<file path="config.mk">
export PLATFORM = sky130hd
export DESIGN_NAME = dusc_unlock_seek
export DESIGN_NICKNAME = d
export VERILOG_FILES = /design/src/rtl/dusc_pkg.sv /design/src/rtl/dusc_unlock_seek.sv
export SDC_FILE = /design/constraint.sdc
export NUM_CORES = 1
export LEC_CHECK = 0
export ABC_AREA = 1
export ABC_CLOCK_PERIOD_IN_PS = 5240
export BUFFER_PORTS_ARGS = -buffer_cell sky130_fd_sc_hd__buf_2
export CAP_MARGIN = 20
export CORE_AREA = 2 2 249 251
export CTS_CLUSTER_DIAMETER = 150
export DETAILED_ROUTE_END_ITERATION = 8
export DIE_AREA = 0 0 251 253
export PLACE_DENSITY_LB_ADDON = 0.08
export SYNTH_ARGS = -nofsm -noshare
export SYNTH_HDL_FRONTEND = slang
export SYNTH_SLANG_ARGS = --single-unit
</file>
<file path="constraint.sdc">
create_clock -name clock_i -period 5.24 [get_ports clock_i]
set_clock_uncertainty 0.15 [all_clocks]
set_input_delay 0.786 -clock clock_i [delete_from_list [all_inputs] [get_ports clock_i]]
set_output_delay 0.786 -clock clock_i [all_outputs]
set_load 0.02 [all_outputs]
</file>
<file path="src/rtl/dusc_pkg.sv">
// Constants shared by the unlock and seek command logic
package dusc_pkg;
  // Task-file register select
  localparam logic [2:0] REG_DATA      = 3'h0;
  localparam logic [2:0] REG_ERROR     = 3'h1;
  localparam logic [2:0] REG_SEC_COUNT = 3'h2;
  localparam logic [2:0] REG_SEC_NUM   = 3'h3;
  localparam logic [2:0] REG_CYL_LOW   = 3'h4;
  localparam logic [2:0] REG_CYL_HIGH  = 3'h5;
  localparam logic [2:0] REG_DEV_HEAD  = 3'h6;
  localparam logic [2:0] REG_STATUS    = 3'h7;

  // Command codes
  localparam logic [7:0] CMD_UNLOCK    = 8'hF2;
  localparam logic [3:0] CMD_SEEK_NIB  = 4'h7;

  // Error register bits
  localparam int unsigned ERR_ABORT_BIT    = 2;
  localparam int unsigned ERR_NOTFOUND_BIT = 4;

  // Status register bits
  localparam int unsigned ST_BUSY_BIT  = 7;
  localparam int unsigned ST_READY_BIT = 6;
  localparam int unsigned ST_SEEKC_BIT = 4;
  localparam int unsigned ST_DRQ_BIT   = 3;
  localparam int unsigned ST_ERR_BIT   = 0;

  // Device/head fields
  localparam int unsigned DH_LBA_BIT  = 6;
  localparam int unsigned DH_HEAD_MSB = 3;

  // Parameter sector layout
  localparam int unsigned PW_BITS          = 256;
  localparam logic [7:0]  WORD_CTRL        = 8'h00;
  localparam logic [7:0]  WORD_PW_FIRST    = 8'h01;
  localparam logic [7:0]  WORD_PW_LAST     = 8'h10;
  localparam logic [7:0]  WORD_SECTOR_LAST = 8'hFF;
  localparam int unsigned CTRL_ID_BIT      = 0;

  // Unlock attempt budget
  localparam logic [2:0] ATTEMPTS_INIT = 3'h5;
  localparam logic [2:0] ATTEMPTS_NONE = 3'h0;

  // Address field positions in block mode
  localparam int unsigned LBA_SEC_LSB  = 0;
  localparam int unsigned LBA_CYLL_LSB = 8;
  localparam int unsigned LBA_CYLH_LSB = 16;
  localparam int unsigned LBA_HEAD_LSB = 24;
  localparam int unsigned LBA_BITS     = 28;

  typedef enum logic [1:0] {
    DUSC_IDLE  = 2'b00,
    DUSC_XFER  = 2'b01,
    DUSC_CHECK = 2'b11,
    DUSC_SEEK  = 2'b10
  } dusc_state_t;
endpackage

</file>
<file path="src/rtl/dusc_unlock_seek.sv">
// Command block logic for the unlock and seek commands
// How it works
// Good password leaves lock, password untouched
// Reset restores lock unless protection disabled
// One sector: id bit, 32-byte password
// Identifier bit chooses master or user
// Master at high level compares master
// Master at maximum level is rejected
// User identifier compares stored user password
// Mismatch aborts and decrements attempt counter
// Attempt counter starts at five
// Counter zero rejects protected commands until reset
// Protection disabled with user id aborts
// Abort after transfer means mismatch, master at maximum level, or protection disabled with user id
// Any 7x byte seeks track and head
// Seek works on unformatted medium
// Block mode target from four fields
// Cylinder/head mode uses cylinder and head
// Block mode returns current address in place
// Frozen state rejects unlock
// Abort sets abort flag, error, clears busy
`timescale 1ns/1ps
`default_nettype none
module dusc_unlock_seek #(
  parameter int unsigned PW_W = dusc_pkg::PW_BITS
) (
  input  wire logic                          clock_i,          // 20 MHz clock
  input  wire logic                          reset_i,          // Async reset, high
  input  wire logic [2:0]                    reg_addr_i,       // Task-file register select
  input  wire logic                          reg_wr_i,         // Register write strobe
  input  wire logic                          reg_rd_i,         // Register read strobe
  input  wire logic [7:0]                    reg_wdata_i,      // Register write data
  output logic      [7:0]                    reg_rdata_o,      // Read data, cycle after strobe
  input  wire logic                          data_wr_i,        // Sector word write strobe
  input  wire logic [15:0]                   data_i,           // Sector word
  input  wire logic [PW_W-1:0]               user_pw_i,        // Stored user password
  input  wire logic [PW_W-1:0]               master_pw_i,      // Stored master password
  input  wire logic                          sec_enabled_i,    // Password protection on
  input  wire logic                          sec_max_i,        // Maximum security level
  input  wire logic                          frozen_i,         // Frozen mode
  input  wire logic                          seek_done_i,      // Mechanics finished seek
  input  wire logic                          seek_fail_i,      // Target not found, with done
  input  wire logic [dusc_pkg::LBA_BITS-1:0] cur_addr_i,       // Current block address
  output logic                               seek_start_o,     // Seek request pulse
  output logic                               seek_lba_o,       // Target is a block address
  output logic      [dusc_pkg::LBA_BITS-1:0] seek_target_o,    // Block address or cyl/head
  output logic                               locked_o,         // Device lock mode
  output logic      [2:0]                    attempts_o,       // Unlock attempts left
  output logic      [7:0]                    status_o,         // Status register image
  output logic      [7:0]                    error_o           // Error register image
);

  dusc_pkg::dusc_state_t state;
  dusc_pkg::dusc_state_t next_state;

  logic [7:0] sec_count;
  logic [7:0] sec_num;
  logic [7:0] cyl_low;
  logic [7:0] cyl_high;
  logic [7:0] dev_head;
  logic [7:0] word_idx;
  logic       id_master;
  logic       mismatch;
  logic       boot;

  logic       cmd_wr;
  logic       is_unlock;
  logic       is_seek;
  logic       unlock_reject;
  logic       xfer_last;
  logic       word_bad;
  logic       pw_fail;
  logic [15:0] stored_word;

  function automatic logic [15:0] pw_word(input logic [PW_W-1:0] pw, input logic [7:0] idx);
    logic [7:0] w;
    w = idx - dusc_pkg::WORD_PW_FIRST;
    pw_word = pw[{w[3:0], 4'h0} +: 16];
  endfunction

  assign cmd_wr    = reg_wr_i && (reg_addr_i == dusc_pkg::REG_STATUS)
                     && (state == dusc_pkg::DUSC_IDLE);
  assign is_unlock = (reg_wdata_i == dusc_pkg::CMD_UNLOCK);
  // Low nibble ignored
  assign is_seek   = (reg_wdata_i[7:4] == dusc_pkg::CMD_SEEK_NIB);

  // Rejected before any data moves
  assign unlock_reject = frozen_i || (attempts_o == dusc_pkg::ATTEMPTS_NONE);

  assign xfer_last = data_wr_i && (word_idx == dusc_pkg::WORD_SECTOR_LAST);

  // Identifier picks the stored password
  assign stored_word = id_master ? pw_word(master_pw_i, word_idx)
                                 : pw_word(user_pw_i, word_idx);
  assign word_bad = (word_idx >= dusc_pkg::WORD_PW_FIRST)
                    && (word_idx <= dusc_pkg::WORD_PW_LAST)
                    && (data_i != stored_word);

  // Checked once the identifier is known
  assign pw_fail = mismatch
                   || (id_master && sec_max_i)
                   || (!id_master && !sec_enabled_i);

  always_comb begin
    next_state = state;
    case (state)
      dusc_pkg::DUSC_IDLE: begin
        if (cmd_wr && is_unlock && !unlock_reject) begin
          next_state = dusc_pkg::DUSC_XFER;
        end else if (cmd_wr && is_seek) begin
          next_state = dusc_pkg::DUSC_SEEK;
        end
      end
      dusc_pkg::DUSC_XFER: begin
        // Exactly one sector accepted
        if (xfer_last) begin
          next_state = dusc_pkg::DUSC_CHECK;
        end
      end
      dusc_pkg::DUSC_CHECK: begin
        next_state = dusc_pkg::DUSC_IDLE;
      end
      dusc_pkg::DUSC_SEEK: begin
        if (seek_done_i) begin
          next_state = dusc_pkg::DUSC_IDLE;
        end
      end
      default: begin
        next_state = dusc_pkg::DUSC_IDLE;
      end
    endcase
  end

  always_ff @(posedge clock_i or posedge reset_i) begin
    if (reset_i) begin
      state <= dusc_pkg::DUSC_IDLE;
    end else begin
      state <= next_state;
    end
  end

  // Sector word counter and running compare
  always_ff @(posedge clock_i or posedge reset_i) begin
    if (reset_i) begin
      word_idx  <= dusc_pkg::WORD_CTRL;
      id_master <= 1'b0;
      mismatch  <= 1'b0;
    end else if (state != dusc_pkg::DUSC_XFER) begin
      word_idx <= dusc_pkg::WORD_CTRL;
      if (state == dusc_pkg::DUSC_IDLE) begin
        mismatch <= 1'b0;
      end
    end else if (data_wr_i) begin
      word_idx <= word_idx + 8'h01;
      // Word 0 bit 0 is the identifier
      if (word_idx == dusc_pkg::WORD_CTRL) begin
        id_master <= data_i[dusc_pkg::CTRL_ID_BIT];
      end
      if (word_bad) begin
        mismatch <= 1'b1;
      end
    end
  end

  // Attempt counter; only reset refills it
  always_ff @(posedge clock_i or posedge reset_i) begin
    if (reset_i) begin
      // Loaded with five
      attempts_o <= dusc_pkg::ATTEMPTS_INIT;
    end else if (state == dusc_pkg::DUSC_CHECK && mismatch
                 && attempts_o != dusc_pkg::ATTEMPTS_NONE) begin
      // One step per mismatch
      attempts_o <= attempts_o - 3'h1;
    end
  end

  // Lock state; reset cannot sample the input, so it settles on the first edge
  always_ff @(posedge clock_i or posedge reset_i) begin
    if (reset_i) begin
      boot     <= 1'b1;
      locked_o <= 1'b1;
    end else begin
      boot <= 1'b0;
      if (!sec_enabled_i) begin
        // Disabled protection leaves no lock
        locked_o <= 1'b0;
      end else if (state == dusc_pkg::DUSC_CHECK && !pw_fail) begin
        // Unlock only; stored passwords are inputs
        locked_o <= 1'b0;
      end else if (boot) begin
        // Lock restored after reset
        locked_o <= 1'b1;
      end
    end
  end

  // Task-file registers written by the host
  always_ff @(posedge clock_i or posedge reset_i) begin
    if (reset_i) begin
      sec_count <= 8'h00;
      sec_num   <= 8'h00;
      cyl_low   <= 8'h00;
      cyl_high  <= 8'h00;
      dev_head  <= 8'h00;
    end else if (state == dusc_pkg::DUSC_SEEK && seek_done_i && dev_head[dusc_pkg::DH_LBA_BIT]) begin
      // Current address in the input positions
      sec_num  <= cur_addr_i[dusc_pkg::LBA_SEC_LSB +: 8];
      cyl_low  <= cur_addr_i[dusc_pkg::LBA_CYLL_LSB +: 8];
      cyl_high <= cur_addr_i[dusc_pkg::LBA_CYLH_LSB +: 8];
      dev_head <= {dev_head[7:4], cur_addr_i[dusc_pkg::LBA_HEAD_LSB +: 4]};
    end else if (reg_wr_i && state == dusc_pkg::DUSC_IDLE) begin
      case (reg_addr_i)
        dusc_pkg::REG_SEC_COUNT: begin
          sec_count <= reg_wdata_i;
        end
        dusc_pkg::REG_SEC_NUM: begin
          sec_num <= reg_wdata_i;
        end
        dusc_pkg::REG_CYL_LOW: begin
          cyl_low <= reg_wdata_i;
        end
        dusc_pkg::REG_CYL_HIGH: begin
          cyl_high <= reg_wdata_i;
        end
        dusc_pkg::REG_DEV_HEAD: begin
          dev_head <= reg_wdata_i;
        end
        default: begin
          sec_count <= sec_count;
        end
      endcase
    end
  end

  // Seek request to the mechanics; no format check, so blank media seek too
  always_ff @(posedge clock_i or posedge reset_i) begin
    if (reset_i) begin
      seek_start_o  <= 1'b0;
      seek_lba_o    <= 1'b0;
      seek_target_o <= '0;
    end else begin
      // Start on any seek code
      seek_start_o <= cmd_wr && is_seek && !(is_unlock);
      if (cmd_wr && is_seek) begin
        seek_lba_o <= dev_head[dusc_pkg::DH_LBA_BIT];
        if (dev_head[dusc_pkg::DH_LBA_BIT]) begin
          // Four fields form the block address
          seek_target_o <= {dev_head[dusc_pkg::DH_HEAD_MSB:0], cyl_high, cyl_low, sec_num};
        end else begin
          // Head over cylinder, sector bits zero
          seek_target_o <= {dev_head[dusc_pkg::DH_HEAD_MSB:0], cyl_high, cyl_low, 8'h00};
        end
      end
    end
  end

  // Error register; a new command clears the previous outcome
  always_ff @(posedge clock_i or posedge reset_i) begin
    if (reset_i) begin
      error_o <= 8'h00;
    end else if (cmd_wr) begin
      error_o <= 8'h00;
      if (is_unlock && unlock_reject) begin
        // Immediate abort
        error_o[dusc_pkg::ERR_ABORT_BIT] <= 1'b1;
      end else if (!is_unlock && !is_seek) begin
        // Codes this block does not own
        error_o[dusc_pkg::ERR_ABORT_BIT] <= 1'b1;
      end
    end else if (state == dusc_pkg::DUSC_CHECK && pw_fail) begin
      // Abort after the sector
      error_o[dusc_pkg::ERR_ABORT_BIT] <= 1'b1;
    end else if (state == dusc_pkg::DUSC_SEEK && seek_done_i && seek_fail_i) begin
      error_o[dusc_pkg::ERR_NOTFOUND_BIT] <= 1'b1;
    end
  end

  // Status register image
  always_ff @(posedge clock_i or posedge reset_i) begin
    if (reset_i) begin
      status_o <= 8'h00;
    end else begin
      status_o <= 8'h00;
      status_o[dusc_pkg::ST_READY_BIT] <= 1'b1;
      case (next_state)
        dusc_pkg::DUSC_XFER: begin
          status_o[dusc_pkg::ST_DRQ_BIT] <= 1'b1;
        end
        dusc_pkg::DUSC_CHECK, dusc_pkg::DUSC_SEEK: begin
          status_o[dusc_pkg::ST_BUSY_BIT] <= 1'b1;
        end
        default: begin
          // Idle means busy clear; error mirrors the error register
          status_o[dusc_pkg::ST_SEEKC_BIT] <= 1'b1;
          if (cmd_wr) begin
            status_o[dusc_pkg::ST_ERR_BIT] <= (is_unlock && unlock_reject)
                                              || (!is_unlock && !is_seek);
          end else if (state == dusc_pkg::DUSC_CHECK) begin
            status_o[dusc_pkg::ST_ERR_BIT] <= pw_fail;
          end else if (state == dusc_pkg::DUSC_SEEK) begin
            status_o[dusc_pkg::ST_ERR_BIT] <= seek_fail_i;
          end else begin
            status_o[dusc_pkg::ST_ERR_BIT] <= status_o[dusc_pkg::ST_ERR_BIT];
          end
        end
      endcase
    end
  end

  // Registered read port
  always_ff @(posedge clock_i or posedge reset_i) begin
    if (reset_i) begin
      reg_rdata_o <= 8'h00;
    end else if (reg_rd_i) begin
      case (reg_addr_i)
        dusc_pkg::REG_ERROR: begin
          reg_rdata_o <= error_o;
        end
        dusc_pkg::REG_SEC_COUNT: begin
          reg_rdata_o <= sec_count;
        end
        dusc_pkg::REG_SEC_NUM: begin
          reg_rdata_o <= sec_num;
        end
        dusc_pkg::REG_CYL_LOW: begin
          reg_rdata_o <= cyl_low;
        end
        dusc_pkg::REG_CYL_HIGH: begin
          reg_rdata_o <= cyl_high;
        end
        dusc_pkg::REG_DEV_HEAD: begin
          reg_rdata_o <= dev_head;
        end
        dusc_pkg::REG_STATUS: begin
          reg_rdata_o <= status_o;
        end
        default: begin
          reg_rdata_o <= 8'h00;
        end
      endcase
    end
  end

endmodule
`default_nettype wire

</file>
==> run metrics, run 1 <==
Final min period 3.52 ns; Syn. warnings 0; Final Hold Vio Count 0; routed wire length around 70 mm; DP Wirelength approximately 57 mm; peak supply drop around 200 uV; Post-synth EDFFs 0; fin crit share 0.671; 1st-iter DRT viols approximately 1100; Int Pwr 2170 uW; Post-CTS Setup Inserts 0; GPL Wtd Cong between 0.9 and 1; Clock Latency Late Sink approximately 0.36 ns; CTS Buffer Depth 2; Top Ports roughly 640; mapped cell area 10800 sq um; Worst EP required between 5 and 6 ns; Core ar. a little over 60000 sq um; Final Setup Violations 0; vias in the first global route 15176; total gr overflow 0; Slew Limit Headroom 0.349; register area share after synthesis 0.236; Initial Utilization 0.178; critical path cell sequence inv_4 > ha_4 > inv_2 > buf_4 > nand3_1 > nand2_1 > nand2_1 > nand2_1 > nand2_1 > nand3_1 > nand2_1 > nor2_1 > nand2_1 > nor2_1 > nand2_1 > nand2_1 > a21oi_1; Comb pwr share 0.593; Total Routing Usage GR 0.214; CP max FO 32; routed via count 14732; crit-path most repeated cell nand2_1; most frequent cells in the layout 887 x nand2_1, 625 x buf_2, 324 x nand3_1, 198 x inv_1, 119 x nor2_1; die area roughly 64000 sq um; drt via density roughly 4.4; Pwr Density 302 nW/um^2; most common cell after layout, fill and taps aside nand2_1; Clock Sinks about 100; pin count of the biggest net entering global routing approximately 150; Rows 91; die extent in y roughly 250 um; hold crit path type reg -> reg; Net Sw Frac 0.513; Worst setup SP type register; Root Driver clkbuf_16; CP peak stage delay about 0.52 ns; share of layout cells above drive strength 1 0.273; cts hold-fix bufs 0; RSZ-0062 raised after global routing false; outcome completed; Sum Neg Setup Slack 0 ns; Fmax between 200 and 300 MHz; Yosys cell types between 40 and 50; max-slew violations 0; synthesized flop and latch total between 100 and 150; Avg WL per Cell approximately 21 um; final net count 3089; Synth Area per Inst about 5.5 sq um; Critical-path top delay cell inv_2; register share of total power 0.242; TritonCTS Buffers 9; worst slack at placement between 1.5 and 2 ns; CTS H-Tree Depth 3; synthesis-to-layout area growth 36.2%; first-pass GRT wire length roughly 100 mm; CTS tree done; Post-Syn Instances ~2000; CTS clock-pin slew for the worst setup and hold paths around 0.080 ns; Clk pwr share 0.165; DRT Pass-1 Iters 5; commonest register cell after synthesis dfrtp_1; worst-margin pin slew between 0.9 and 1 ns; final worst setup slack 1.72 ns; chip width between 200 and 300 um; ANT nets after route 0; initial antenna violation count 34; IO buf count 625; Static Leak ~0.0085 uW; Synth async-reset ratio 1.00; crit path DAT around 3.6 ns; crit end category register; kind of critical path reg -> reg; Max-Cap Viols 0; residual DRC count 0; cts repair resizes 0; NetSw 2290 uW
==> final cells by class <==
class | instances | area, sq um
Fill cell | 7265 | 46300
Multi-Input combinational cell | 1545 | 6770
Timing Repair Buffer | 640 | 3290
Sequential cell | 102 | 2560
Tap cell | 790 | 988
Inverter | 209 | 797
Clock buffer | 9 | 225
Clock inverter | 7 | 90.1
Antenna cell | 17 | 42.5
==> sequential cells by signal, indices dropped and copies added, names as in the netlist, 2 cells and up <==
signal,cells
attempts_o,3
cyl_high,8
cyl_low,8
dev_head,8
error_o,2
reg_rdata_o,8
sec_count,8
sec_num,8
seek_target_o,28
state,2
status_o,5
word_idx,8
==> power by group through the flow <==
stage | registers, uW | logic (uW) | clock network (uW)
2_1_floorplan | 1100 | 1760 | 0
3_3_place_gp | 1100 | 2700 | 0
3_5_place_dp | 1100 | 2690 | 0
4_1_cts | 1080 | 2700 | 758
5_1_grt | 1100 | 2970 | 791
6_report | 1080 | 2650 | 735
==> cells in the mapped netlist, types with 12 or more instances <==
master | number | area share
nand2_1 | 887 | 0.31
nand3_1 | 324 | 0.15
inv_1 | 200 | 0.069
nor2_1 | 119 | 0.041
dfrtp_1 | 98 | 0.23
o21ai_0 | 93 | 0.043
buf_2 | 41 | 0.019
buf_4 | 37 | 0.026
o211ai_1 | 27 | 0.019
clkbuf_1 | 21 | 0.0073
a21oi_1 | 19 | 0.0088
buf_6 | 16 | 0.017
buf_1 | 12 | 0.0042
==> metal layers <==
metal,track usage,wire (um),vias up
met1,0.264,29900,6957
li1,-,-,7283
met3,0.0295,3310,61
met2,0.396,36200,411
met5,0,139,-
met4,0.0364,875,20
==> critical path, delay by kind of cell, from the launching register on <==
kind / cells / cell delay [ns]
simple gates: 12 / 1.20
buf+inv: 3 / 1.19
flops: 1 / 0.49
fa+ha+maj: 1 / 0.27
compound gates: 1 / 0.05
==> path summary, 6_finish.rpt <==
path                                start                end  slack, ns  depth (start not counted)
max                           word_idx[0]           mismatch       1.72                         17
min                        reg_rdata_o[4]     reg_rdata_o[4]       0.33                          2
max reg2reg                   word_idx[0]           mismatch       1.72                         17
min reg2reg                reg_rdata_o[4]     reg_rdata_o[4]       0.33                          2
max in group asynchronous         reset_i          id_master       3.37                          3
min in group asynchronous         reset_i  seek_target_o[19]       0.44                          2
==> per-stage QoR <==
step | hold slack [ns] | util | area (sq um) | power (uW) | cells
2_1_floorplan | 0.293 | - | 10900 | 2860 | 1983
3_3_place_gp | 0.308 | 0.236 | 14400 | 3800 | 3285
3_5_place_dp | 0.311 | 0.236 | 14400 | 3780 | 3285
4_1_cts | 0.336 | 0.241 | 14700 | 4540 | 3301
5_1_grt | 0.358 | 0.242 | 14700 | 4870 | 3312
6_report | 0.329 | 0.242 | 14800 | 4460 | 3319
==> kinds of logic after synthesis <==
logic type | count (synthesis) | share of synthesized area
mux | 1 | 0.00104
buf+inv | 336 | 0.145
simple gates | 1354 | 0.515
fa+ha+maj | 5 | 0.00577
other cells | 2 | 0.000693
flops | 102 | 0.236
xor+xnor | 4 | 0.00566
compound gates | 170 | 0.0908
(Power assumes the default switching activity.)
==> inputs of run 2 (changes only) <==
--- a/config.mk
+++ b/config.mk
@@ -5,8 +5,8 @@
 export SDC_FILE = /design/constraint.sdc
 export NUM_CORES = 1
 export LEC_CHECK = 0
-export ABC_AREA = 1
-export ABC_CLOCK_PERIOD_IN_PS = 5240
+export ABC_AREA = 0
+export ABC_CLOCK_PERIOD_IN_PS = 2850
 export BUFFER_PORTS_ARGS = -buffer_cell sky130_fd_sc_hd__buf_2
 export CAP_MARGIN = 20
 export CORE_AREA = 2 2 249 251
==> constraint.sdc (replaced) <==
create_clock -name clock_i -period 2.85 [get_ports clock_i]
set_clock_uncertainty 0.15 [all_clocks]
set_input_delay 0.4275 -clock clock_i [delete_from_list [all_inputs] [get_ports clock_i]]
set_output_delay 0.4275 -clock clock_i [all_outputs]
set_load 0.02 [all_outputs]
==> run 2 against run 1 <==
The flow now finishes with violations (setup timing). Largest power group unchanged. Die area unchanged. Critical path depth is 5 lower. Synthesized area down 15%. Count of clock-buffer cells in the layout is the same. Clock power increased by 82%. Setup slack worse by 1.8 ns. Sequential power is 70% higher. Largest cell class unchanged. Wire length decreased by 4.5%. Global-route usage decreased by 0.79 points.
==> run metrics, run 2 <==
outcome finished, violations left (was completed); failing checks setup timing; Final min period 2.91 ns (was 3.52 ns); Post-synth EDFFs 0 (unchanged); most common cell after layout, fill and taps aside buf_2 (was nand2_1); commonest register cell after synthesis dfrtp_1 (unchanged); most frequent cells in the layout 625 x buf_2, 138 x mux4_2, 104 x nand2_1, 96 x dfrtp_1, 73 x mux2i_1 (was 887 x nand2_1, 625 x buf_2, 324 x nand3_1, 198 x inv_1, 119 x nor2_1); Syn. warnings 0 (unchanged); Core ar. 61000 sq um (unchanged); GPL Wtd Cong 0.922 (was 0.939); residual DRC count 0 (unchanged); Multi-input gate area 6280 sq um (was 6770 sq um); ANT nets after route 0 (unchanged); Avg WL per Cell 29.4 um (was 21.2 um); Root Driver clkbuf_16 (unchanged); fin crit share 1.02 (was 0.671); crit path DAT 3.00 ns (was 3.59 ns); Slew Limit Headroom 0.447 (was 0.349); CTS Buffer Depth 2 (unchanged); Rows 91 (unchanged); WHS Path Cells 2 (unchanged); CTS clock-pin slew for the worst setup and hold paths 0.09 ns (was 0.08 ns); Final Hold Vio Count 0 (unchanged); Clock Latency Late Sink 0.38 ns (was 0.36 ns); mapped cell area 9170 sq um (was 10800 sq um); Fillers 6776 (was 7265); kind of critical path reg -> reg (unchanged); synth top area cells mux4_2 34%, dfrtp_1 27%, mux2i_1 8.6% (was nand2_1 31%, dfrtp_1 23%, nand3_1 15%); Register Area 2560 sq um (unchanged); Initial Utilization 0.150 (was 0.178); Total Routing Usage GR 0.206 (was 0.214); die extent in y 253 um (unchanged); synthesized flop and latch total 102 (unchanged); initial antenna violation count 53 (was 34); most frequent cells after synthesis 138 x mux4_2, 104 x nand2_1, 98 x dfrtp_1 (was 887 x nand2_1, 324 x nand3_1, 200 x inv_1); routed via count 10159 (was 14732); drt via density 4.45 (was 4.44); peak supply drop 269 uV (was 199 uV); most flop-heavy register seek_target_o (unchanged); post-synth top area cell mux4_2 (was nand2_1); share of layout cells above drive strength 1 0.617 (was 0.273); Fmax 344 MHz (was 284 MHz); crit end category register (unchanged); worst-margin pin slew 0.819 ns (was 0.977 ns); Largest register FFs 28 (unchanged); Sum Neg Setup Slack -0.0606 ns (was 0 ns); Clock Sinks 102 (unchanged); Static Leak 0.00693 uW (was 0.00852 uW); pin count of the biggest net entering global routing 63 (was 149); final net count 2057 (was 3089); CP max FO 9 (was 32); synthesis-to-layout area growth 58.3% (was 36.2%); Worst setup SP type register (unchanged); DRT Pass-1 Iters 5 (unchanged); CTS H-Tree Depth 3 (unchanged); TritonCTS Buffers 9 (unchanged); total gr overflow 0 (unchanged); R2R depth 12 (was 17); 1st-iter DRT viols 587 (was 1068); worst slack at placement -0.348 ns (was 1.53 ns); first-pass GRT wire length 89.5 mm (was 101 mm); chip width 251 um (unchanged); RSZ-0062 raised after global routing true (was false); max-slew violations 0 (unchanged); Synth async-reset ratio 1.00 (unchanged); vias in the first global route 10585 (was 15176); hold crit path type in -> reg (was reg -> reg); Synth Area per Inst 11.3 sq um (was 5.49 sq um); Post-Syn Instances 809 (was 1974); Max-Cap Viols 0 (unchanged); count leader, synth mux4_2 (was nand2_1); Final Setup Violations 1 (was 0); final worst setup slack -0.0606 ns (was 1.72 ns); CTS tree done (unchanged); register area share after synthesis 0.279 (was 0.236); DP Wirelength 58.2 mm (was 57.3 mm); Synth top area share 0.339 (was 0.307); IO buf count 625 (unchanged); Yosys cell types 51 (was 45); die area 63500 sq um (unchanged); Top Ports 635 (unchanged); Pwr Density 470 nW/um^2 (was 302 nW/um^2); Worst EP required 2.94 ns (was 5.32 ns); routed wire length 67.2 mm (was 70.4 mm)
[run 2: worst max-delay path: stages (launching register included)]
cell and delay, ns:
dfrtp_4 0.45, inv_2 0.05, ha_4 0.34, buf_12 0.15, mux4_2 0.31, mux2i_1 0.16
buf_4 0.15, o21ai_0 0.11, nand4_1 0.13, xor2_1 0.18, nand4_1 0.21, nor3_2 0.25
a41oi_1 0.13
[run 2: report_power, final]
part	leakage, uW	total, uW	switching [uW]	internal [uW]
Sequential	0.00131	1840	205	1630
Clock	0.000148	1340	709	626
Combinational	0.00547	3640	1650	1990
Total	0.00693	6820	2570	4250
[run 2: what timing repair did]
| item | CTS | global route |
|---|---|---|
| pin swaps | 8 | 5 |
| cloned | 6 | 1 |
| gates resized for setup | 14 | 12 |
| hold buffers | 1 | 0 |
| setup buffers | 17 | 2 |
| endpoints found under the hold margin | 16 | 0 |
| setup endpoints to repair | 1 | 1 |
[run 2: worst paths after layout]
check / startpoint / end / slack (ns)
setup reg to reg: word_idx[0] / mismatch / -0.06
hold reg to reg: seek_target_o[1] / seek_target_o[1] / 0.32
setup / recovery: word_idx[0] / mismatch / -0.06
min in group asynchronous: reset_i / cyl_high[0] / 0.47
max in group asynchronous: reset_i / boot / 1.32
hold / removal: seek_done_i / status_o[7] / 0.16
[run 2: per-stage QoR]
step / utilization / power [uW] / cells / area (sq um) / hold WS (ns)
after floorplan: - / 3820 / 818 / 9230 / 0.305
after global placement: 0.224 / 5230 / 2227 / 13600 / 0.303
after detailed placement: 0.224 / 5220 / 2227 / 13600 / 0.303
after CTS: 0.236 / 6880 / 2267 / 14400 / 0.147
after global routing: 0.238 / 7220 / 2280 / 14500 / 0.155
final: 0.238 / 6820 / 2282 / 14500 / 0.160
[run 2: layer usage]
metal,global-route usage,routed length (um)
met1,0.257,27700
met2,0.349,33200
met3,0.0573,4910
met4,0.0520,1210
met5,0,150
[run 2: area by class of cell]
type / instances / area share
inverters: 19 / 0.00517
diodes: 12 / 0.00207
flip-flops and latches: 102 / 0.177
multi-input cells: 624 / 0.433
clock inverters: 7 / 0.00543
clock buffers: 9 / 0.0155
well taps: 790 / 0.0681
repair buffers: 719 / 0.294
[run 2: cell families (layout without fill, tap and decap cells)]
family                   count (synthesis)  in the layout  synth area share
other                                    2             23          0.000819
XOR/XNOR                                30             30            0.0287
adder cells (fa/ha/maj)                  5              5           0.00683
AO/OA/AOI/OAI                          117            117            0.0788
AND/OR/NAND/NOR                        225            225             0.108
buffers and inverters                   92            754            0.0489
flip-flops                             102            102             0.279
multiplexers                           236            236             0.449
